`src/ppwdr_pkg.sv`:
```
////////////////////////////////////////////////////////////////////////////////
// What this block does
// - Pull-high only on input pins with enable
// - Eight-bit pull-high enables, all reset zero
// - Six-pin ports: pull-high bits 5..0, upper zero
// - Port A falling edge wakes halted device
// - Eight-bit Port A wake enables, reset zero
// - Direction one: input, read pin level
// - Direction zero: CMOS output from latch
// - Output pins read back the latch
// - Direction writable anytime, effective immediately
// - Full-port direction bits reset to input
// - Six-pin direction: 5,4 output, 3..0 input
// - Chip-select location: A3, C3, E2
// - Data-in location: A0, C2, E4
// - Serial clock location: A2, C1, E3
// - Small variant: one-bit serial selectors, A/C
// - Inputs sampled live, output latch holds
package ppwdr_pkg;
	localparam int NPORT  = 5;
	localparam int NPIN   = 40;
	localparam int NFUNC  = 10;
	localparam int PORT_E = 4;

	typedef logic [7:0] ppwdr_byte_t;
	typedef logic [5:0] ppwdr_pin_t;

	// Register index; byte address is index times four
	localparam logic [4:0] REG_DATA = 5'h00;
	localparam logic [4:0] REG_DIR  = 5'h05;
	localparam logic [4:0] REG_PU   = 5'h0a;
	localparam logic [4:0] REG_WAKE = 5'h0f;
	localparam logic [4:0] REG_SERIAL_PIN_LOCATION_LARGE = 5'h10;
	localparam logic [4:0] REG_IRQ_CLOCK_PIN_LOCATION_REG = 5'h11;

	localparam ppwdr_byte_t FULL_MASK     = 8'hff;
	localparam ppwdr_byte_t SIX_MASK      = 8'h3f;
	localparam ppwdr_byte_t DIR_RST_FULL  = 8'hff;
	localparam ppwdr_byte_t DIR_RST_SIX   = 8'h0f;
	localparam ppwdr_byte_t DATA_RST_FULL = 8'hff;
	localparam ppwdr_byte_t DATA_RST_SIX  = 8'h3f;
	localparam ppwdr_byte_t PU_RST        = 8'h00;
	localparam ppwdr_byte_t WAKE_RST      = 8'h00;
	localparam ppwdr_byte_t PRM_RST       = 8'h00;
	localparam ppwdr_byte_t SERIAL_PIN_LOCATION_LARGE_MASK_SM  = 8'h55;
	localparam ppwdr_byte_t IRQ_CLOCK_PIN_LOCATION_REG_MASK_SM  = 8'hf5;

	// Remapped functions
	localparam int F_CS   = 0;
	localparam int F_SDI  = 1;
	localparam int F_SCK  = 2;
	localparam int F_EXT_IRQ1 = 3;
	localparam int F_EXT_IRQ0 = 4;
	localparam int F_TIMER1_CLOCK_IN = 5;
	localparam int F_TIMER0_CLOCK_IN = 6;
	localparam int F_PERIPH_IRQ_PIN = 7;
	localparam int F_SDO  = 8;
	localparam int F_PCK  = 9;

	// Selector field layout per function
	localparam int FLD_LSB  [NFUNC] = '{6, 4, 2, 7, 6, 5, 4, 2, 0, 0};
	localparam bit FLD_WIDE [NFUNC] = '{1, 1, 1, 0, 0, 0, 0, 1, 1, 1};
	localparam bit FLD_IRQ_CLOCK_PIN_LOCATION_REG [NFUNC] = '{0, 0, 0, 1, 1, 1, 1, 1, 0, 1};
	localparam logic [1:0] LOC_UNDEF = 2'h3;

	// Pin index is port times eight plus bit, per selector code
	localparam ppwdr_pin_t LOC_TBL [NFUNC][4] = '{
		'{6'h03, 6'h13, 6'h22, 6'h00},
		'{6'h00, 6'h12, 6'h24, 6'h00},
		'{6'h02, 6'h11, 6'h23, 6'h00},
		'{6'h01, 6'h15, 6'h00, 6'h00},
		'{6'h04, 6'h14, 6'h00, 6'h00},
		'{6'h01, 6'h15, 6'h00, 6'h00},
		'{6'h04, 6'h14, 6'h00, 6'h00},
		'{6'h0d, 6'h17, 6'h20, 6'h00},
		'{6'h07, 6'h10, 6'h25, 6'h00},
		'{6'h0c, 6'h16, 6'h21, 6'h00}
	};
endpackage

```
`src/ppwdr_pin_if.sv`:
```
`timescale 1ns/1ns
interface ppwdr_pin_if;
	logic [39:0] lvl;
	modport src (output lvl);
	modport snk (input lvl);
endinterface // ppwdr_pin_if

```
`src/ppwdr_top.sv`:
```
// Our own choices: the placing of the registers and the APB register port.
`timescale 1ns/1ns
module ppwdr_top import ppwdr_pkg::*; #(
	parameter bit LARGE_VARIANT = 1'b1
) (
	input  wire logic        MCLK,
	input  wire logic        SRST,
	input  wire logic        PSEL,
	input  wire logic        PENABLE,
	input  wire logic        PWRITE,
	input  wire logic [7:0]  PADDR,
	input  wire logic [31:0] PWDATA,
	output logic      [31:0] PRDATA,
	output logic             PREADY,
	output logic             PSLVERR,
	input  wire logic [7:0]  PA_IN,
	output logic      [7:0]  PA_OUT,
	output logic      [7:0]  PA_OE_N,
	output logic      [7:0]  PA_PULLUP,
	input  wire logic [7:0]  PB_IN,
	output logic      [7:0]  PB_OUT,
	output logic      [7:0]  PB_OE_N,
	output logic      [7:0]  PB_PULLUP,
	input  wire logic [7:0]  PC_IN,
	output logic      [7:0]  PC_OUT,
	output logic      [7:0]  PC_OE_N,
	output logic      [7:0]  PC_PULLUP,
	input  wire logic [7:0]  PD_IN,
	output logic      [7:0]  PD_OUT,
	output logic      [7:0]  PD_OE_N,
	output logic      [7:0]  PD_PULLUP,
	input  wire logic [5:0]  PE_IN,
	output logic      [5:0]  PE_OUT,
	output logic      [5:0]  PE_OE_N,
	output logic      [5:0]  PE_PULLUP,
	input  wire logic        HALTED,
	output logic             WAKE,
	output logic             SERIAL_CHIP_SELECT,
	output logic             SERIAL_DATA_IN,
	output logic             SERIAL_CLOCK,
	output logic             EXT_IRQ1,
	output logic             EXT_IRQ0,
	output logic             TIMER1_CLOCK_IN,
	output logic             TIMER0_CLOCK_IN,
	output logic             PERIPH_IRQ_PIN,
	input  wire logic        SERIAL_DATA_OUT,
	input  wire logic        PERIPH_CLOCK_PIN
);
	////////////////////////////////////////////////////////////////////////////
	// Helpers
	function automatic ppwdr_byte_t port_mask(input int p);
		port_mask = (p == PORT_E) ? SIX_MASK : FULL_MASK;
	endfunction

	// Returns {valid, index}
	function automatic logic [5:0] reg_dec(input logic [7:0] a);
		logic ok;
		ok      = (a[1:0] == 2'h0) && !a[7] && (a[6:2] <= REG_IRQ_CLOCK_PIN_LOCATION_REG);
		reg_dec = {ok, a[6:2]};
	endfunction

	////////////////////////////////////////////////////////////////////////////
	// State
	ppwdr_byte_t data_r  [NPORT];
	ppwdr_byte_t data_nxt[NPORT];
	ppwdr_byte_t dir_r   [NPORT];
	ppwdr_byte_t dir_nxt [NPORT];
	ppwdr_byte_t pu_r    [NPORT];
	ppwdr_byte_t pu_nxt  [NPORT];
	ppwdr_byte_t wake_en_r;
	ppwdr_byte_t wake_en_nxt;
	ppwdr_byte_t serial_pin_location_large_r;
	ppwdr_byte_t serial_pin_location_large_nxt;
	ppwdr_byte_t irq_clock_pin_location_reg_r;
	ppwdr_byte_t irq_clock_pin_location_reg_nxt;
	logic        pready_r;
	logic        pready_nxt;
	logic        pslverr_r;
	logic        pslverr_nxt;
	logic [31:0] prdata_r;
	logic [31:0] prdata_nxt;
	logic [39:0] pin_out_r;
	logic [39:0] pin_out_nxt;
	logic [39:0] pullup_r;
	logic [39:0] pullup_nxt;
	logic [7:0]  func_in_r;
	logic [7:0]  func_in_nxt;

	ppwdr_byte_t port_rd[NPORT];
	logic [5:0]  wdec;
	logic [5:0]  rdec;
	logic        wr_go;
	logic [1:0]  loc_code[NFUNC];
	logic        loc_ok  [NFUNC];
	ppwdr_pin_t  loc_pin [NFUNC];
	ppwdr_byte_t serial_pin_location_large_mask;
	ppwdr_byte_t irq_clock_pin_location_reg_mask;

	ppwdr_pin_if pins();

	////////////////////////////////////////////////////////////////////////////
	// Pin input synchroniser and wake-up
	ppwdr_sync u_sync (
		.clk  (MCLK),
		.srst (SRST),
		.raw  ({2'h0, PE_IN, PD_IN, PC_IN, PB_IN, PA_IN}),
		.pins (pins)
	);

	ppwdr_wake u_wake (
		.clk     (MCLK),
		.srst    (SRST),
		.pins    (pins),
		.wake_en (wake_en_r),
		.halted  (HALTED),
		.wake    (WAKE)
	);

	////////////////////////////////////////////////////////////////////////////
	// Pin location selectors
	assign serial_pin_location_large_mask = LARGE_VARIANT ? FULL_MASK : SERIAL_PIN_LOCATION_LARGE_MASK_SM;
	assign irq_clock_pin_location_reg_mask = LARGE_VARIANT ? FULL_MASK : IRQ_CLOCK_PIN_LOCATION_REG_MASK_SM;

	for (genvar f = 0; f < NFUNC; f++) begin : g_loc
		ppwdr_byte_t src;
		assign src = FLD_IRQ_CLOCK_PIN_LOCATION_REG[f] ? irq_clock_pin_location_reg_r : serial_pin_location_large_r;
		if (FLD_WIDE[f]) begin : g_wide
			assign loc_code[f] = src[FLD_LSB[f] +: 2];
		end else begin : g_bit
			// Single-bit fields only reach codes 0 and 1
			assign loc_code[f] = {1'b0, src[FLD_LSB[f]]};
		end
		assign loc_ok[f]  = (loc_code[f] != LOC_UNDEF);
		assign loc_pin[f] = LOC_TBL[f][loc_code[f]];
	end

	////////////////////////////////////////////////////////////////////////////
	// Register writes
	assign wdec  = reg_dec(PADDR);
	assign rdec  = wdec;
	assign wr_go = PSEL && PENABLE && PWRITE && pready_r && wdec[5];

	always_comb begin
		wake_en_nxt = wake_en_r;
		serial_pin_location_large_nxt    = serial_pin_location_large_r;
		irq_clock_pin_location_reg_nxt    = irq_clock_pin_location_reg_r;
		for (int p = 0; p < NPORT; p++) begin
			data_nxt[p] = data_r[p];
			dir_nxt[p]  = dir_r[p];
			pu_nxt[p]   = pu_r[p];
			if (wr_go && wdec[4:0] == REG_DATA + 5'(p)) begin
				data_nxt[p] = PWDATA[7:0] & port_mask(p);
			end
			if (wr_go && wdec[4:0] == REG_DIR + 5'(p)) begin
				dir_nxt[p] = PWDATA[7:0] & port_mask(p);
			end
			if (wr_go && wdec[4:0] == REG_PU + 5'(p)) begin
				pu_nxt[p] = PWDATA[7:0] & port_mask(p);
			end
		end
		if (wr_go && wdec[4:0] == REG_WAKE) begin
			wake_en_nxt = PWDATA[7:0];
		end
		if (wr_go && wdec[4:0] == REG_SERIAL_PIN_LOCATION_LARGE) begin
			serial_pin_location_large_nxt = PWDATA[7:0] & serial_pin_location_large_mask;
		end
		if (wr_go && wdec[4:0] == REG_IRQ_CLOCK_PIN_LOCATION_REG) begin
			irq_clock_pin_location_reg_nxt = PWDATA[7:0] & irq_clock_pin_location_reg_mask;
		end
	end

	always_ff @(posedge MCLK) begin
		if (SRST) begin
			for (int p = 0; p < NPORT; p++) begin
				data_r[p] <= (p == PORT_E) ? DATA_RST_SIX : DATA_RST_FULL;
				dir_r[p]  <= (p == PORT_E) ? DIR_RST_SIX : DIR_RST_FULL;
				pu_r[p]   <= PU_RST;
			end
			wake_en_r <= WAKE_RST;
			serial_pin_location_large_r    <= PRM_RST;
			irq_clock_pin_location_reg_r    <= PRM_RST;
		end else begin
			for (int p = 0; p < NPORT; p++) begin
				data_r[p] <= data_nxt[p];
				dir_r[p]  <= dir_nxt[p];
				pu_r[p]   <= pu_nxt[p];
			end
			wake_en_r <= wake_en_nxt;
			serial_pin_location_large_r    <= serial_pin_location_large_nxt;
			irq_clock_pin_location_reg_r    <= irq_clock_pin_location_reg_nxt;
		end
	end

	////////////////////////////////////////////////////////////////////////////
	// Register reads and APB answer
	always_comb begin
		for (int p = 0; p < NPORT; p++) begin
			// Input pins show the live level, output pins the latch
			port_rd[p] = ((dir_r[p] & pins.lvl[p*8 +: 8])
				| (~dir_r[p] & data_r[p])) & port_mask(p);
		end
	end

	always_comb begin
		pready_nxt  = PSEL && !PENABLE;
		pslverr_nxt = pslverr_r;
		prdata_nxt  = prdata_r;
		if (PSEL && !PENABLE) begin
			pslverr_nxt = !rdec[5];
			prdata_nxt  = 32'h0;
			if (!PWRITE && rdec[5]) begin
				for (int p = 0; p < NPORT; p++) begin
					if (rdec[4:0] == REG_DATA + 5'(p)) prdata_nxt[7:0] = port_rd[p];
					if (rdec[4:0] == REG_DIR + 5'(p)) prdata_nxt[7:0] = dir_r[p];
					if (rdec[4:0] == REG_PU + 5'(p)) prdata_nxt[7:0] = pu_r[p];
				end
				if (rdec[4:0] == REG_WAKE) prdata_nxt[7:0] = wake_en_r;
				if (rdec[4:0] == REG_SERIAL_PIN_LOCATION_LARGE) prdata_nxt[7:0] = serial_pin_location_large_r;
				if (rdec[4:0] == REG_IRQ_CLOCK_PIN_LOCATION_REG) prdata_nxt[7:0] = irq_clock_pin_location_reg_r;
			end
		end else if (PSEL && PENABLE && pready_r) begin
			pslverr_nxt = 1'b0;
		end
	end

	always_ff @(posedge MCLK) begin
		if (SRST) begin
			pready_r  <= 1'b0;
			pslverr_r <= 1'b0;
			prdata_r  <= 32'h0;
		end else begin
			pready_r  <= pready_nxt;
			pslverr_r <= pslverr_nxt;
			prdata_r  <= prdata_nxt;
		end
	end

	////////////////////////////////////////////////////////////////////////////
	// Pin drive, pull-high and function routing
	always_comb begin
		func_in_nxt = 8'h0;
		for (int p = 0; p < NPORT; p++) begin
			pin_out_nxt[p*8 +: 8] = data_r[p];
			pullup_nxt[p*8 +: 8]  = dir_r[p] & pu_r[p];
		end
		// Output functions take over the latch on their selected pin
		if (loc_ok[F_SDO]) pin_out_nxt[loc_pin[F_SDO]] = SERIAL_DATA_OUT;
		if (loc_ok[F_PCK]) pin_out_nxt[loc_pin[F_PCK]] = PERIPH_CLOCK_PIN;
		// Undefined codes leave the function input low
		for (int f = 0; f < F_SDO; f++) begin
			func_in_nxt[f] = loc_ok[f] && pins.lvl[loc_pin[f]];
		end
	end

	always_ff @(posedge MCLK) begin
		if (SRST) begin
			pin_out_r <= '0;
			pullup_r  <= '0;
			func_in_r <= 8'h0;
		end else begin
			pin_out_r <= pin_out_nxt;
			pullup_r  <= pullup_nxt;
			func_in_r <= func_in_nxt;
		end
	end

	////////////////////////////////////////////////////////////////////////////
	// Outputs
	assign PRDATA             = prdata_r;
	assign PREADY             = pready_r;
	assign PSLVERR            = pslverr_r;
	assign PA_OUT             = pin_out_r[7:0];
	assign PB_OUT             = pin_out_r[15:8];
	assign PC_OUT             = pin_out_r[23:16];
	assign PD_OUT             = pin_out_r[31:24];
	assign PE_OUT             = pin_out_r[37:32];
	assign PA_OE_N            = dir_r[0];
	assign PB_OE_N            = dir_r[1];
	assign PC_OE_N            = dir_r[2];
	assign PD_OE_N            = dir_r[3];
	assign PE_OE_N            = dir_r[4][5:0];
	assign PA_PULLUP          = pullup_r[7:0];
	assign PB_PULLUP          = pullup_r[15:8];
	assign PC_PULLUP          = pullup_r[23:16];
	assign PD_PULLUP          = pullup_r[31:24];
	assign PE_PULLUP          = pullup_r[37:32];
	assign SERIAL_CHIP_SELECT = func_in_r[F_CS];
	assign SERIAL_DATA_IN     = func_in_r[F_SDI];
	assign SERIAL_CLOCK       = func_in_r[F_SCK];
	assign EXT_IRQ1           = func_in_r[F_EXT_IRQ1];
	assign EXT_IRQ0           = func_in_r[F_EXT_IRQ0];
	assign TIMER1_CLOCK_IN    = func_in_r[F_TIMER1_CLOCK_IN];
	assign TIMER0_CLOCK_IN    = func_in_r[F_TIMER0_CLOCK_IN];
	assign PERIPH_IRQ_PIN     = func_in_r[F_PERIPH_IRQ_PIN];

	////////////////////////////////////////////////////////////////////////////
	// Checks
	AST_PU_INPUT_ONLY: assert property (@(posedge MCLK) disable iff (SRST)
		(!dir_r[0][0] || !pu_r[0][0]) |=> !PA_PULLUP[0])
		else $error("Pull-high on output or disabled pin");
	AST_RESET_VALUES: assert property (@(posedge MCLK) disable iff (SRST)
		$past(SRST) |-> dir_r[0] == 8'hff && dir_r[4] == 8'h0f && pu_r[0] == 8'h00
		&& wake_en_r == 8'h00)
		else $error("Wrong register value after reset");
	AST_SIX_UPPER_ZERO: assert property (@(posedge MCLK) disable iff (SRST)
		dir_r[4][7:6] == 2'h0 && pu_r[4][7:6] == 2'h0)
		else $error("Six-pin port upper bits set");
	AST_READ_LATCH: assert property (@(posedge MCLK) disable iff (SRST)
		(PSEL && !PENABLE && !PWRITE && PADDR == 8'h00)
		|=> (PRDATA[7:0] & ~$past(dir_r[0])) == ($past(data_r[0]) & ~$past(dir_r[0])))
		else $error("Output pin read did not return latch");
	AST_READ_PIN: assert property (@(posedge MCLK) disable iff (SRST)
		(PSEL && !PENABLE && !PWRITE && PADDR == 8'h00)
		|=> (PRDATA[7:0] & $past(dir_r[0])) == ($past(pins.lvl[7:0]) & $past(dir_r[0])))
		else $error("Input pin read did not return pin level");
	AST_DIR_WRITE: assert property (@(posedge MCLK) disable iff (SRST)
		(PSEL && PENABLE && PWRITE && PREADY && PADDR == 8'h14)
		|=> dir_r[0] == $past(PWDATA[7:0]) ##1 PA_OE_N == $past(PWDATA[7:0], 2))
		else $error("Direction write not applied");
	AST_SDO_ROUTE: assert property (@(posedge MCLK) disable iff (SRST)
		(serial_pin_location_large_r[1:0] == 2'h0) |=> PA_OUT[7] == $past(SERIAL_DATA_OUT))
		else $error("Data-out not routed to port A bit 7");
	AST_CS_UNDEF: assert property (@(posedge MCLK) disable iff (SRST)
		(serial_pin_location_large_r[7:6] == 2'h3) |=> !SERIAL_CHIP_SELECT)
		else $error("Undefined chip-select code still connected");
	AST_APB_READY: assert property (@(posedge MCLK) disable iff (SRST)
		(PSEL && !PENABLE) |=> PREADY ##1 !PREADY)
		else $error("Ready not given in first access cycle");
	AST_SLVERR_MISALIGN: assert property (@(posedge MCLK) disable iff (SRST)
		(PSEL && !PENABLE && PADDR[1:0] != 2'h0) |=> PSLVERR)
		else $error("Misaligned access gave no error response");
	AST_PCK_ROUTE: assert property (@(posedge MCLK) disable iff (SRST)
		(irq_clock_pin_location_reg_r[1:0] == 2'h0) |=> PB_OUT[4] == $past(PERIPH_CLOCK_PIN))
		else $error("Peripheral clock not routed to port B bit 4");
	AST_SDI_ROUTE: assert property (@(posedge MCLK) disable iff (SRST)
		(serial_pin_location_large_r[5:4] == 2'h1) |=> SERIAL_DATA_IN == $past(pins.lvl[18]))
		else $error("Data-in not taken from port C bit 2");
	AST_SDO_UNDEF: assert property (@(posedge MCLK) disable iff (SRST)
		(serial_pin_location_large_r[1:0] == 2'h3) |=> PA_OUT[7] == $past(data_r[0][7]))
		else $error("Undefined data-out code still drives port A bit 7");
	AST_PU_SIX_PIN: assert property (@(posedge MCLK) disable iff (SRST)
		PE_PULLUP == $past(dir_r[4][5:0] & pu_r[4][5:0]))
		else $error("Six-pin port pull-high not input and enable");
endmodule // ppwdr_top

```
`src/ppwdr_sync.sv`:
```
`timescale 1ns/1ns
module ppwdr_sync import ppwdr_pkg::*; (
	input  wire logic        clk,
	input  wire logic        srst,
	input  wire logic [39:0] raw,
	ppwdr_pin_if.src         pins
);
	logic [39:0] s1_r;
	logic [39:0] s1_nxt;
	logic [39:0] s2_r;
	logic [39:0] s2_nxt;

	always_comb begin
		s1_nxt = raw;
		s2_nxt = s1_r;
	end

	always_ff @(posedge clk) begin
		if (srst) begin
			s1_r <= '0;
			s2_r <= '0;
		end else begin
			s1_r <= s1_nxt;
			s2_r <= s2_nxt;
		end
	end

	assign pins.lvl = s2_r;
endmodule // ppwdr_sync

```
`src/ppwdr_wake.sv`:
```
`timescale 1ns/1ns
module ppwdr_wake import ppwdr_pkg::*; (
	input  wire logic        clk,
	input  wire logic        srst,
	ppwdr_pin_if.snk         pins,
	input  wire ppwdr_byte_t wake_en,
	input  wire logic        halted,
	output logic             wake
);
	ppwdr_byte_t prev_r;
	ppwdr_byte_t prev_nxt;
	logic        wake_r;
	logic        wake_nxt;
	ppwdr_byte_t fall;

	always_comb begin
		prev_nxt = pins.lvl[7:0];
		fall     = prev_r & ~pins.lvl[7:0] & wake_en;
		wake_nxt = halted & (|fall);
	end

	always_ff @(posedge clk) begin
		if (srst) begin
			prev_r <= '0;
			wake_r <= 1'b0;
		end else begin
			prev_r <= prev_nxt;
			wake_r <= wake_nxt;
		end
	end

	assign wake = wake_r;

	AST_WAKE_ON_FALL: assert property (@(posedge clk) disable iff (srst)
		(halted && |(prev_r & ~pins.lvl[7:0] & wake_en)) |=> wake)
		else $error("Enabled falling edge while halted gave no wake");
	AST_WAKE_CAUSE: assert property (@(posedge clk) disable iff (srst)
		wake |-> $past(halted) && |($past(prev_r) & ~$past(pins.lvl[7:0])))
		else $error("Wake without halted falling edge");
endmodule // ppwdr_wake

```
`config.mk`:
```
export PLATFORM = sky130hd
export DESIGN_NAME = ppwdr_top
export DESIGN_NICKNAME = d
export VERILOG_FILES = /design/src/ppwdr_pkg.sv /design/src/ppwdr_pin_if.sv /design/src/ppwdr_top.sv /design/src/ppwdr_sync.sv /design/src/ppwdr_wake.sv
export SDC_FILE = /design/constraint.sdc
export NUM_CORES = 1
export LEC_CHECK = 0
export BUFFER_PORTS_ARGS = -buffer_cell sky130_fd_sc_hd__buf_2
export CAP_MARGIN = 15
export CORE_ASPECT_RATIO = 0.9
export CORE_MARGIN = 10
export CORE_UTILIZATION = 55
export DETAILED_ROUTE_END_ITERATION = 7
export PLACE_DENSITY = 0.78
export SLEW_MARGIN = 25
export SYNTH_ARGS = -nofsm -noshare
export SYNTH_HDL_FRONTEND = slang
export SYNTH_SLANG_ARGS = --single-unit
```
`constraint.sdc`:
```
create_clock -name MCLK -period 3.55 [get_ports MCLK]
set_input_delay 0.8875 -clock MCLK [delete_from_list [all_inputs] [get_ports MCLK]]
set_output_delay 0.8875 -clock MCLK [all_outputs]
set_load 0.02 [all_outputs]
```
==> results of run 1 <==
layout by cell type (no fill, tap or decap), types with 17 or more instances in the layout:
master	instances
nand3_1	170
nor2b_1	127
conb_1	24
o21ai_0	37
clkbuf_16	31
nand2_1	177
mux2i_1	69
buf_2	193
and3_1	47
a21oi_1	85
inv_1	17
buf_4	60
dfxtp_1	317
nor2_1	83
critical path, cell delays in order:
cell and delay (ns):
buf_2 0.21, buf_4 0.20, and2_1 0.26, o211ai_1 0.24, o221ai_1 0.23, a221o_1 0.44
a211oi_1 0.51, a211oi_1 0.09
state kept, by name, indices dropped and copies added (netlist names):
name	cells
data_r	38
dir_r	38
pin_out_r	38
pu_r	38
pullup_r	38
u_sync.pins.lvl	38
u_sync.s1_r	38
g_loc.src	16
PRDATA	8
func_in_r	8
u_wake.prev_r	8
wake_en_r	8
PREADY	1
PSLVERR	1
u_wake.wake	1
cell type report:
type	instances	area share
multi-input cells	1029	0.392
flip-flops and latches	317	0.409
inverters	18	0.00435
clock inverters	21	0.0202
clock buffers	36	0.0538
repair buffers	257	0.0959
well taps	302	0.0244
diodes	1	0.000161
routing by layer:
layer / global-route usage / part of all wire
met1: 0.374 / 0.41
met2: 0.434 / 0.45
met3: 0.0632 / 0.10
met4: 0.0951 / 0.036
met5: 0 / 0
stage by stage:
step           instance area, µm²  hold WS [ns]  setup slack (ns)  total power, mW  utilization
2_1_floorplan               13100         0.414             0.687             4.04            -
3_3_place_gp                14400         0.419             0.419             4.22        0.615
3_5_place_dp                14400         0.420             0.377             4.23        0.615
4_1_cts                     15500         0.435             0.957             7.84        0.665
5_1_grt                     15500         0.444             0.845             8.02        0.665
6_report                    15500         0.433             0.906             7.82        0.665
logic make-up after synthesis:
logic type	count (synthesis)	synth area share
adders and majority gates	16	0.0154
buffers and inverters	144	0.0509
DFF	317	0.488
and+or+nand+nor	672	0.264
other	1	0.000288
muxes	78	0.0626
AOI/OAI and AO/OA	239	0.119
power by group through the flow:
| stage | combinational, mW | clock, mW | sequential [mW] |
|---|---|---|---|
| 3_3_place_gp | 0.484 | 0 | 3.74 |
| 6_report | 0.500 | 3.66 | 3.66 |
| 4_1_cts | 0.490 | 3.69 | 3.66 |
| 5_1_grt | 0.531 | 3.83 | 3.66 |
| 3_5_place_dp | 0.487 | 0 | 3.74 |
| 2_1_floorplan | 0.286 | 0 | 3.76 |
worst max path at each step:
stage             start                         to  depth (start not counted)
2_1_floorplan  PADDR[5]  dir_r[0][31]$_SDFFE_PP1P_                          8
3_3_place_gp   PADDR[6]     PRDATA[0]$_SDFFE_PP0P_                          8
3_5_place_dp   PADDR[4]   pu_r[0][28]$_SDFFE_PP0P_                          9
4_1_cts        PADDR[4]   pu_r[0][28]$_SDFFE_PP0P_                          9
5_1_grt        PADDR[4]     PRDATA[1]$_SDFFE_PP0P_                          8
6_report       PADDR[4]     PRDATA[1]$_SDFFE_PP0P_                          8
==> results.txt, run 1 <==
Hold-fix buffers, CTS: 0
Post-Synthesis Cells: 1467
unrepaired setup endpoints after global routing: false
area of the core: 23300 µm²
WL/cell: 22.5 µm
worst skew pair latency: 0.58 ns
post-CTS setup buffer count: 0
Post-synth EDFFs: 0
fillers: 1864
Initial Util: 0.557
Max Clk Rate: 378 MHz
All-Layer GR Usage: 0.279
Die H: 166 µm
clock power share: 0.468
post-synthesis cell type count: 74
worst reg2reg setup slack: 1.39 ns
Die X-Extent: 182 µm
r2r startpoint: PREADY$_SDFF_PP0_
H-tree depth: 1
area of the multi-input gates: 6090 µm²
HPWL after DPL: 32100 µm
clk sinks: 317
WHS Endpoint: u_sync.pins.lvl[1]$_SDFF_PP0_
final setup fails: 0
worst r2r dst: pu_r[0][28]$_SDFFE_PP0P_
Ys Warns: 0
pwr dens: 504 nW/µm²
DR pass1 iterations: 6
most common cell in the netlist: dfxtp_1
Avg Cell Area, Syn: 8.86 µm²
status: completed
CP startpoint kind: input pin
ys flop type: dfxtp_1
clk root buf: clkbuf_16
post-CTS resize count: 0
vias in the first global route: 11200
DRC viols: 0
Placed Instances: 1923
DRT Wirelength: 44600 µm
CP endpoint kind: flop
Iteration-0 DRC Markers: 1366
final setup TNS: 0 ns
mapped cell area: 13000 µm²
Async SR Flop Fraction: 0
Register Area: 6350 µm²
CTS tree: done
layout cell share with drive strength beyond 1: 0.200
sequential-to-total area share from yosys stat: 0.488
HP Start: u_sync.s1_r[1]$_SDFF_PP0_
Worst Max-Slew Pin Slew: 0.944 ns
fin cells: 1981
critical path arrival: 3.07 ns
reg2reg path depth: 7
vias per inst: 5.98
fin. max-slew vios: 0
post-layout net count: 1756
Final Wtd Congestion: 0.976
area grow syn2layout: 19.3%
post-layout min period: 2.64 ns
WHS Path Cells: 1
via count: 11800
Psw: 1.84 mW
Synth area leader: dfxtp_1
die area: 30200 µm²
Ports: 243
max_cap viols: 0
Leak: 6.78 nW
#FFs+latches synth: 317
port buffer count: 194
global route total overflow: 0
Logic pwr share: 0.064
final hold viol count: 0
Synth area leaders: dfxtp_1 (49%), nand3_1 (6.5%), nor2b_1 (6.1%)
top-area cell type share of the netlist area: 0.488
sequential power share: 0.468
type of the most critical hold path: flop to flop
Final Skew: 0.0195 ns
clock buffer depth: 3
initial antenna violation count: 1
Net Sw Frac: 0.235
CP Class: input pin to flop
Internal Pwr Total: 5.99 mW
Clock transition at path regs: 0.07 ns
antenna viol nets, final: 0
VDD IR max: 444 µV
largest net degree at the start of global routing: 109
Tcrit/Tclk final: 0.745
CP max FO: 14
top post-synthesis cells by count: dfxtp_1 (317), nand2_1 (177), nand3_1 (170)
first-pass GRT wire length: 67600 µm
Worst EP required: 3.97 ns
CTS buffer count: 31
num rows: 53
max-slew headroom at the worst pin: 0.371
(Power assumes the default switching activity.)
==> run 2, diff against run 1 <==
CORE_UTILIZATION = 50   (was 55)
PLACE_DENSITY = 0.75   (was 0.78)
clock period = 2.2 ns   (was 3.55 ns; I/O delays follow)
==> run 2 against run 1 <==
Effect of this change:
- cell area grew 6.7%
- final cell count grew 7.8%
- die area grew 8.8%
- sequential share of layout area shrank 2.6 points
- combinational power grew 87%
- register-to-register slack lost 1.2 ns
- critical path type unchanged
- via count grew 3.3%
- clock power grew 52%
- count of clock-buffer cells in the layout grew 1
- non-clock buffer count grew 115
==> results.txt, run 2 (synthesis gave the netlist of run 1 again) <==
status: completed
num rows: 55 (+3.8%)
post-CTS resize count: 0 (unchanged)
fin. max-slew vios: 0 (unchanged)
vias per inst: 5.73 (-4.2%)
Max Clk Rate: 483 MHz
H-tree depth: 1 (unchanged)
antenna viol nets, final: 0 (unchanged)
clock buffer depth: 3 (unchanged)
clk root buf: clkbuf_16
pwr dens: 750 nW/µm² (+49%)
global route total overflow: 0 (unchanged)
CP endpoint kind: flop
All-Layer GR Usage: 0.277 (-0.00232)
WL/cell: 22.3 µm (-0.92%)
area grow syn2layout: 27.3%
first-pass GRT wire length: 71200 µm (+5.4%)
fin cells: 2136 (+7.8%)
Final Wtd Congestion: 0.997 (+2.2%)
Leak: 7.48 nW (+10%)
Min Hold Slack: 0.189 ns (-0.245 ns)
vias in the first global route: 11800 (+5.0%)
post-route cell area: 16500 µm² (+6.7%)
CP max FO: 16 (+2)
Placed Instances: 2078 (+8.1%)
port buffer count: 194 (unchanged)
final setup fails: 0 (unchanged)
most frequent cells in the layout: dfxtp_1 (317), buf_2 (193), buf_4 (171)
Initial Util: 0.512 (-0.0450)
Clock transition at path regs: 0.06 ns (about the same)
largest net degree at the start of global routing: 128 (+17%)
DR pass1 iterations: 7 (+1)
layout cell share with drive strength beyond 1: 0.264 (+0.0646)
post-layout net count: 1871 (+6.5%)
Die H: 173 µm (+4.3%)
Worst Max-Slew Pin Slew: 0.666 ns (-0.278 ns)
fillers: 2078 (+11%)
Die X-Extent: 190 µm (+4.3%)
worst slack, placed: -0.410 ns (-0.787 ns)
Ports: 243 (unchanged)
Area after DPL: 15500 µm² (+7.7%)
final setup TNS: 0 ns (unchanged)
post-layout min period: 2.07 ns
type of the most critical hold path: input pin to flop
area of the core: 25400 µm² (+8.8%)
die area: 32900 µm² (+8.8%)
CP startpoint kind: input pin
commonest non-fill, non-tap cell in the layout: dfxtp_1
DRC viols: 0 (unchanged)
max-slew headroom at the worst pin: 0.556 (+0.185)
via count: 12200 (+3.3%)
CTS tree: done
max_cap viols: 0 (unchanged)
Final WS setup: 0.131 ns (-0.775 ns)
CP Class: input pin to flop
unrepaired setup endpoints after global routing: false
final hold viol count: 0 (unchanged)
DRT Wirelength: 47700 µm (+6.8%)
Iteration-0 DRC Markers: 1158 (-15%)
CTS buffer count: 31 (unchanged)
Worst EP required: 2.64 ns (-1.33 ns)
critical path arrival: 2.51 ns (-0.56 ns)
HPWL after DPL: 35600 µm (+11%)
Tcrit/Tclk final: 0.941
post-CTS setup buffer count: 0 (unchanged)
VDD IR max: 674 µV (+52%)
worst skew pair latency: 0.57 ns (about the same)
initial antenna violation count: 0 (-1)
Final Skew: 0.0144 ns (-0.00507 ns)
diodes inserted: 0 (-1)
clk sinks: 317 (unchanged)
Hold-fix buffers, CTS: 0 (unchanged)
==> run 2: cell count changes in the layout (fill, tap and decap cells not counted), sizes merged <==
| cell | previous run | this run |
|---|---|---|
| clkinvlp | 4 | 2 |
| clkbuf | 36 | 37 |
| buf | 257 | 372 |
| clkinv | 6 | 11 |
| bufinv | 7 | 4 |
| diode | 1 | 0 |
==> run 2: area by class of cell <==
type	instances	area, µm²	area share
multi-input cells	1029	6230	0.376
well taps	342	428	0.0259
clock buffers	37	838	0.0507
clock inverters	21	239	0.0144
flip-flops and latches	317	6350	0.383
repair buffers	372	2400	0.145
inverters	18	67.6	0.00408
==> run 2: worst paths after layout <==
kind                                 from                             to  slack, ns  depth (start not counted)
min                              PC_IN[4]     u_sync.s1_r[20]$_SDFF_PP0_       0.19                          2
max                              PADDR[5]      dir_r[0][34]$_SDFFE_PP1P_       0.13                          9
max reg2reg  g_loc[0].src[2]$_SDFFE_PP0P_        func_in_r[2]$_SDFF_PP0_       0.19                          7
min reg2reg     u_sync.s1_r[3]$_SDFF_PP0_  u_sync.pins.lvl[3]$_SDFF_PP0_       0.43                          1
==> run 2: worst max-delay path, cell delays in order <==
cell and delay (ns):
buf_2 0.16, o31a_1 0.33, or4_1 0.40, buf_4 0.18
nor2_4 0.12, buf_4 0.30, nand3_4 0.18, mux2i_1 0.19
nand2_1 0.08
==> run 2: power breakdown <==
part / switching, mW / total [mW] / internal [mW]
registers: 0.0538 / 5.90 / 5.85
logic: 0.592 / 0.934 / 0.343
clock network: 2.36 / 5.58 / 3.22
total: 3.01 / 12.4 / 9.41
==> run 2: through the flow <==
step / utilization / power [mW]
after global routing: 0.652 / 12.7
after CTS: 0.652 / 12.4
final: 0.652 / 12.4
after floorplan: - / 6.54
after detailed placement: 0.609 / 6.95
after global placement: 0.609 / 6.94
==> run 2: routing by layer <==
| metal | part of all wire | wire, µm | global-route usage |
|---|---|---|---|
| met5 | 0 | 0 | 0 |
| met4 | 0.038 | 1820 | 0.103 |
| met3 | 0.098 | 4670 | 0.0563 |
| met2 | 0.44 | 21100 | 0.432 |
| met1 | 0.42 | 20100 | 0.369 |
==> run 3, diff against run 2 <==
CORE_ASPECT_RATIO = not set   (was 0.9)
==> run 3 against run 2 <==
Effect of this change:
- via count up 0.18%
- worst setup slack worse by 0.073 ns
- register-to-register slack gained 0.02 ns
- power down 2.4%
- clock power decreased by 5.6%
- maximum frequency decreased by 3.4%
- largest cell class unchanged
- highest routed layer unchanged
==> results.txt, run 3 (synthesis gave the netlist of run 1 again) <==
grt met3 use: 0.0478 (-0.00856)
final core utilization: 0.651 (-0.000752)
Worst EP required: 2.68 ns (+0.04 ns)
Register Area: 6350 µm² (unchanged)
most frequent cells in the layout: dfxtp_1 (317), buf_2 (193), nand2_1 (165)
first-pass GRT wire length: 72800 µm (+2.2%)
layout cell share with drive strength beyond 1: 0.263 (-0.00138)
vias in the first global route: 12000 (+1.6%)
port buffer count: 194 (unchanged)
Tcrit/Tclk final: 0.974 (+0.0333)
fin cells: 2124 (-0.56%)
clk sinks: 317 (unchanged)
busiest layer in global routing: met2
Final WS setup: 0.0574 ns (-0.0733 ns)
WHS Path Cells: 2 (unchanged)
CTS buffer count: 31 (unchanged)
unrepaired setup endpoints after global routing: false
DRC viols: 0 (unchanged)
max_cap viols: 0 (unchanged)
Die X-Extent: 181 µm (-4.6%)
worst skew pair latency: 0.57 ns (about the same)
r2r startpoint: g_loc[0].src[2]$_SDFFE_PP0P_
via count: 12300 (+0.18%)
post-layout net count: 1869 (-0.11%)
All-Layer GR Usage: 0.280 (+0.00322)
WL/cell: 22.7 µm (+1.8%)
clk root buf: clkbuf_16
Die H: 181 µm (+4.8%)
area of the core: 25400 µm² (about the same)
HPWL after DPL: 36100 µm (+1.4%)
Final Skew: 0.0127 ns (-0.00169 ns)
Global Route met2 Usage: 0.447 (+0.0149)
worst reg2reg setup slack: 0.21 ns (+0.02 ns)
post-route cell area: 16500 µm² (about the same)
DRT Wirelength: 48300 µm (+1.2%)
Ports: 243 (unchanged)
die area: 32900 µm² (about the same)
post-layout min period: 2.14 ns (+0.0733 ns)
status: completed
Placed Instances: 2062 (-0.77%)
CP Class: input pin to flop
final setup fails: 0 (unchanged)
Tot Pwr: 12.1 mW (-2.4%)
area of the multi-input gates: 6230 µm² (about the same)
critical path arrival: 2.63 ns (+0.12 ns)
commonest non-fill, non-tap cell in the layout: dfxtp_1
H-tree depth: 1 (unchanged)
Iteration-0 DRC Markers: 1248 (+7.8%)
antenna viol nets, final: 0 (unchanged)
global route total overflow: 0 (unchanged)
fin. max-slew vios: 0 (unchanged)
CP startpoint kind: input pin
worst setup path start: PADDR[6]
HP Start: PB_IN[4]
clock buffer depth: 3 (unchanged)
initial antenna violation count: 2 (+2)
pwr dens: 733 nW/µm² (-2.4%)
Final Wtd Congestion: 0.950 (-4.8%)
worst slack, placed: -0.572 ns (-0.162 ns)
reg2reg path depth: 8 (+1)
WHS Endpoint: u_sync.s1_r[12]$_SDFF_PP0_
Area after DPL: 15500 µm² (about the same)
CP endpoint kind: flop
num rows: 58 (+5.5%)
fillers: 2145 (+3.2%)
Min Hold Slack: 0.182 ns (-0.00632 ns)
VDD IR max: 820 µV (+22%)
vias per inst: 5.77 (+0.75%)
CP max FO: 15 (-1)
worst r2r dst: func_in_r[2]$_SDFF_PP0_
Clock transition at path regs: 0.06 ns (about the same)
Max Clk Rate: 467 MHz (-3.4%)
max-slew headroom at the worst pin: 0.528 (-0.0284)
CTS tree: done
Worst Max-Slew Pin Slew: 0.708 ns (+0.0426 ns)
GR Util met1: 0.365 (-0.00437)
DR pass1 iterations: 5 (-2)
area grow syn2layout: 27.2% (about the same)
final hold viol count: 0 (unchanged)
type of the most critical hold path: input pin to flop
Initial Util: 0.512 (about the same)
largest net degree at the start of global routing: 121 (-5.5%)
Leak: 7.46 nW (-0.36%)
final setup TNS: 0 ns (unchanged)
## run 3: changes by cell type in the layout (fill, tap and decap cells not counted), sizes merged
cell,change
bufinv,-2
diode,+2
clkinv,-1
clkbuf,+2
buf,-2
clkinvlp,+2
inv,-1
## run 3: layout make-up
class / instances / share of cell area
Tap cell: 330 / 0.0250
Multi-Input combinational cell: 1029 / 0.377
Clock buffer: 39 / 0.0512
Inverter: 18 / 0.00409
Timing Repair Buffer: 370 / 0.148
Sequential cell: 317 / 0.384
Clock inverter: 19 / 0.0105
Antenna cell: 2 / 0.000303
## run 3: how the worst max path moves through the flow
stage / cells after the start / to / slack (ns)
3_5_place_dp: 11 / PRDATA[5]$_SDFFE_PP0P_ / -0.57
2_1_floorplan: 7 / dir_r[0][6]$_SDFFE_PP1P_ / -0.26
5_1_grt: 10 / PRDATA[3]$_SDFFE_PP0P_ / 0.001
6_report: 10 / PRDATA[3]$_SDFFE_PP0P_ / 0.06
3_3_place_gp: 11 / PRDATA[5]$_SDFFE_PP0P_ / -0.59
4_1_cts: 11 / PRDATA[5]$_SDFFE_PP0P_ / 0.06
## run 3: worst max-delay path, cell delays in order
cell      delay (ns)
buf_2           0.14
buf_4           0.23
nand3b_1        0.27
buf_4           0.17
buf_4           0.11
nor3_1          0.04
a2111o_1        0.43
nor4_1          0.41
nand2_1         0.09
o21ai_0         0.18
## run 3: routing by layer
layer  vias up  part of all wire
met2       596              0.45
li1       5670                 -
met5         -                 0
met1      5877              0.42
met3       116             0.081
met4         0             0.045
## run 3: report_power, final
part	internal [mW]	leakage, nW	total [mW]	switching (mW)
Clock	2.97	0.497	5.27	2.29
Combinational	0.347	4.37	0.940	0.593
Sequential	5.85	2.59	5.91	0.0553
Total	9.17	7.46	12.1	2.94
## run 3: repair_timing
| item | in CTS | in global routing |
|---|---|---|
| endpoints found under the setup margin | 1 | 5 |
| hold endpoints to repair | 0 | 0 |
| pin swaps | 1 | 1 |
| gates resized for setup | 0 | 5 |
| buffers inserted | 1 | 1 |
| hold buffers | 0 | 0 |
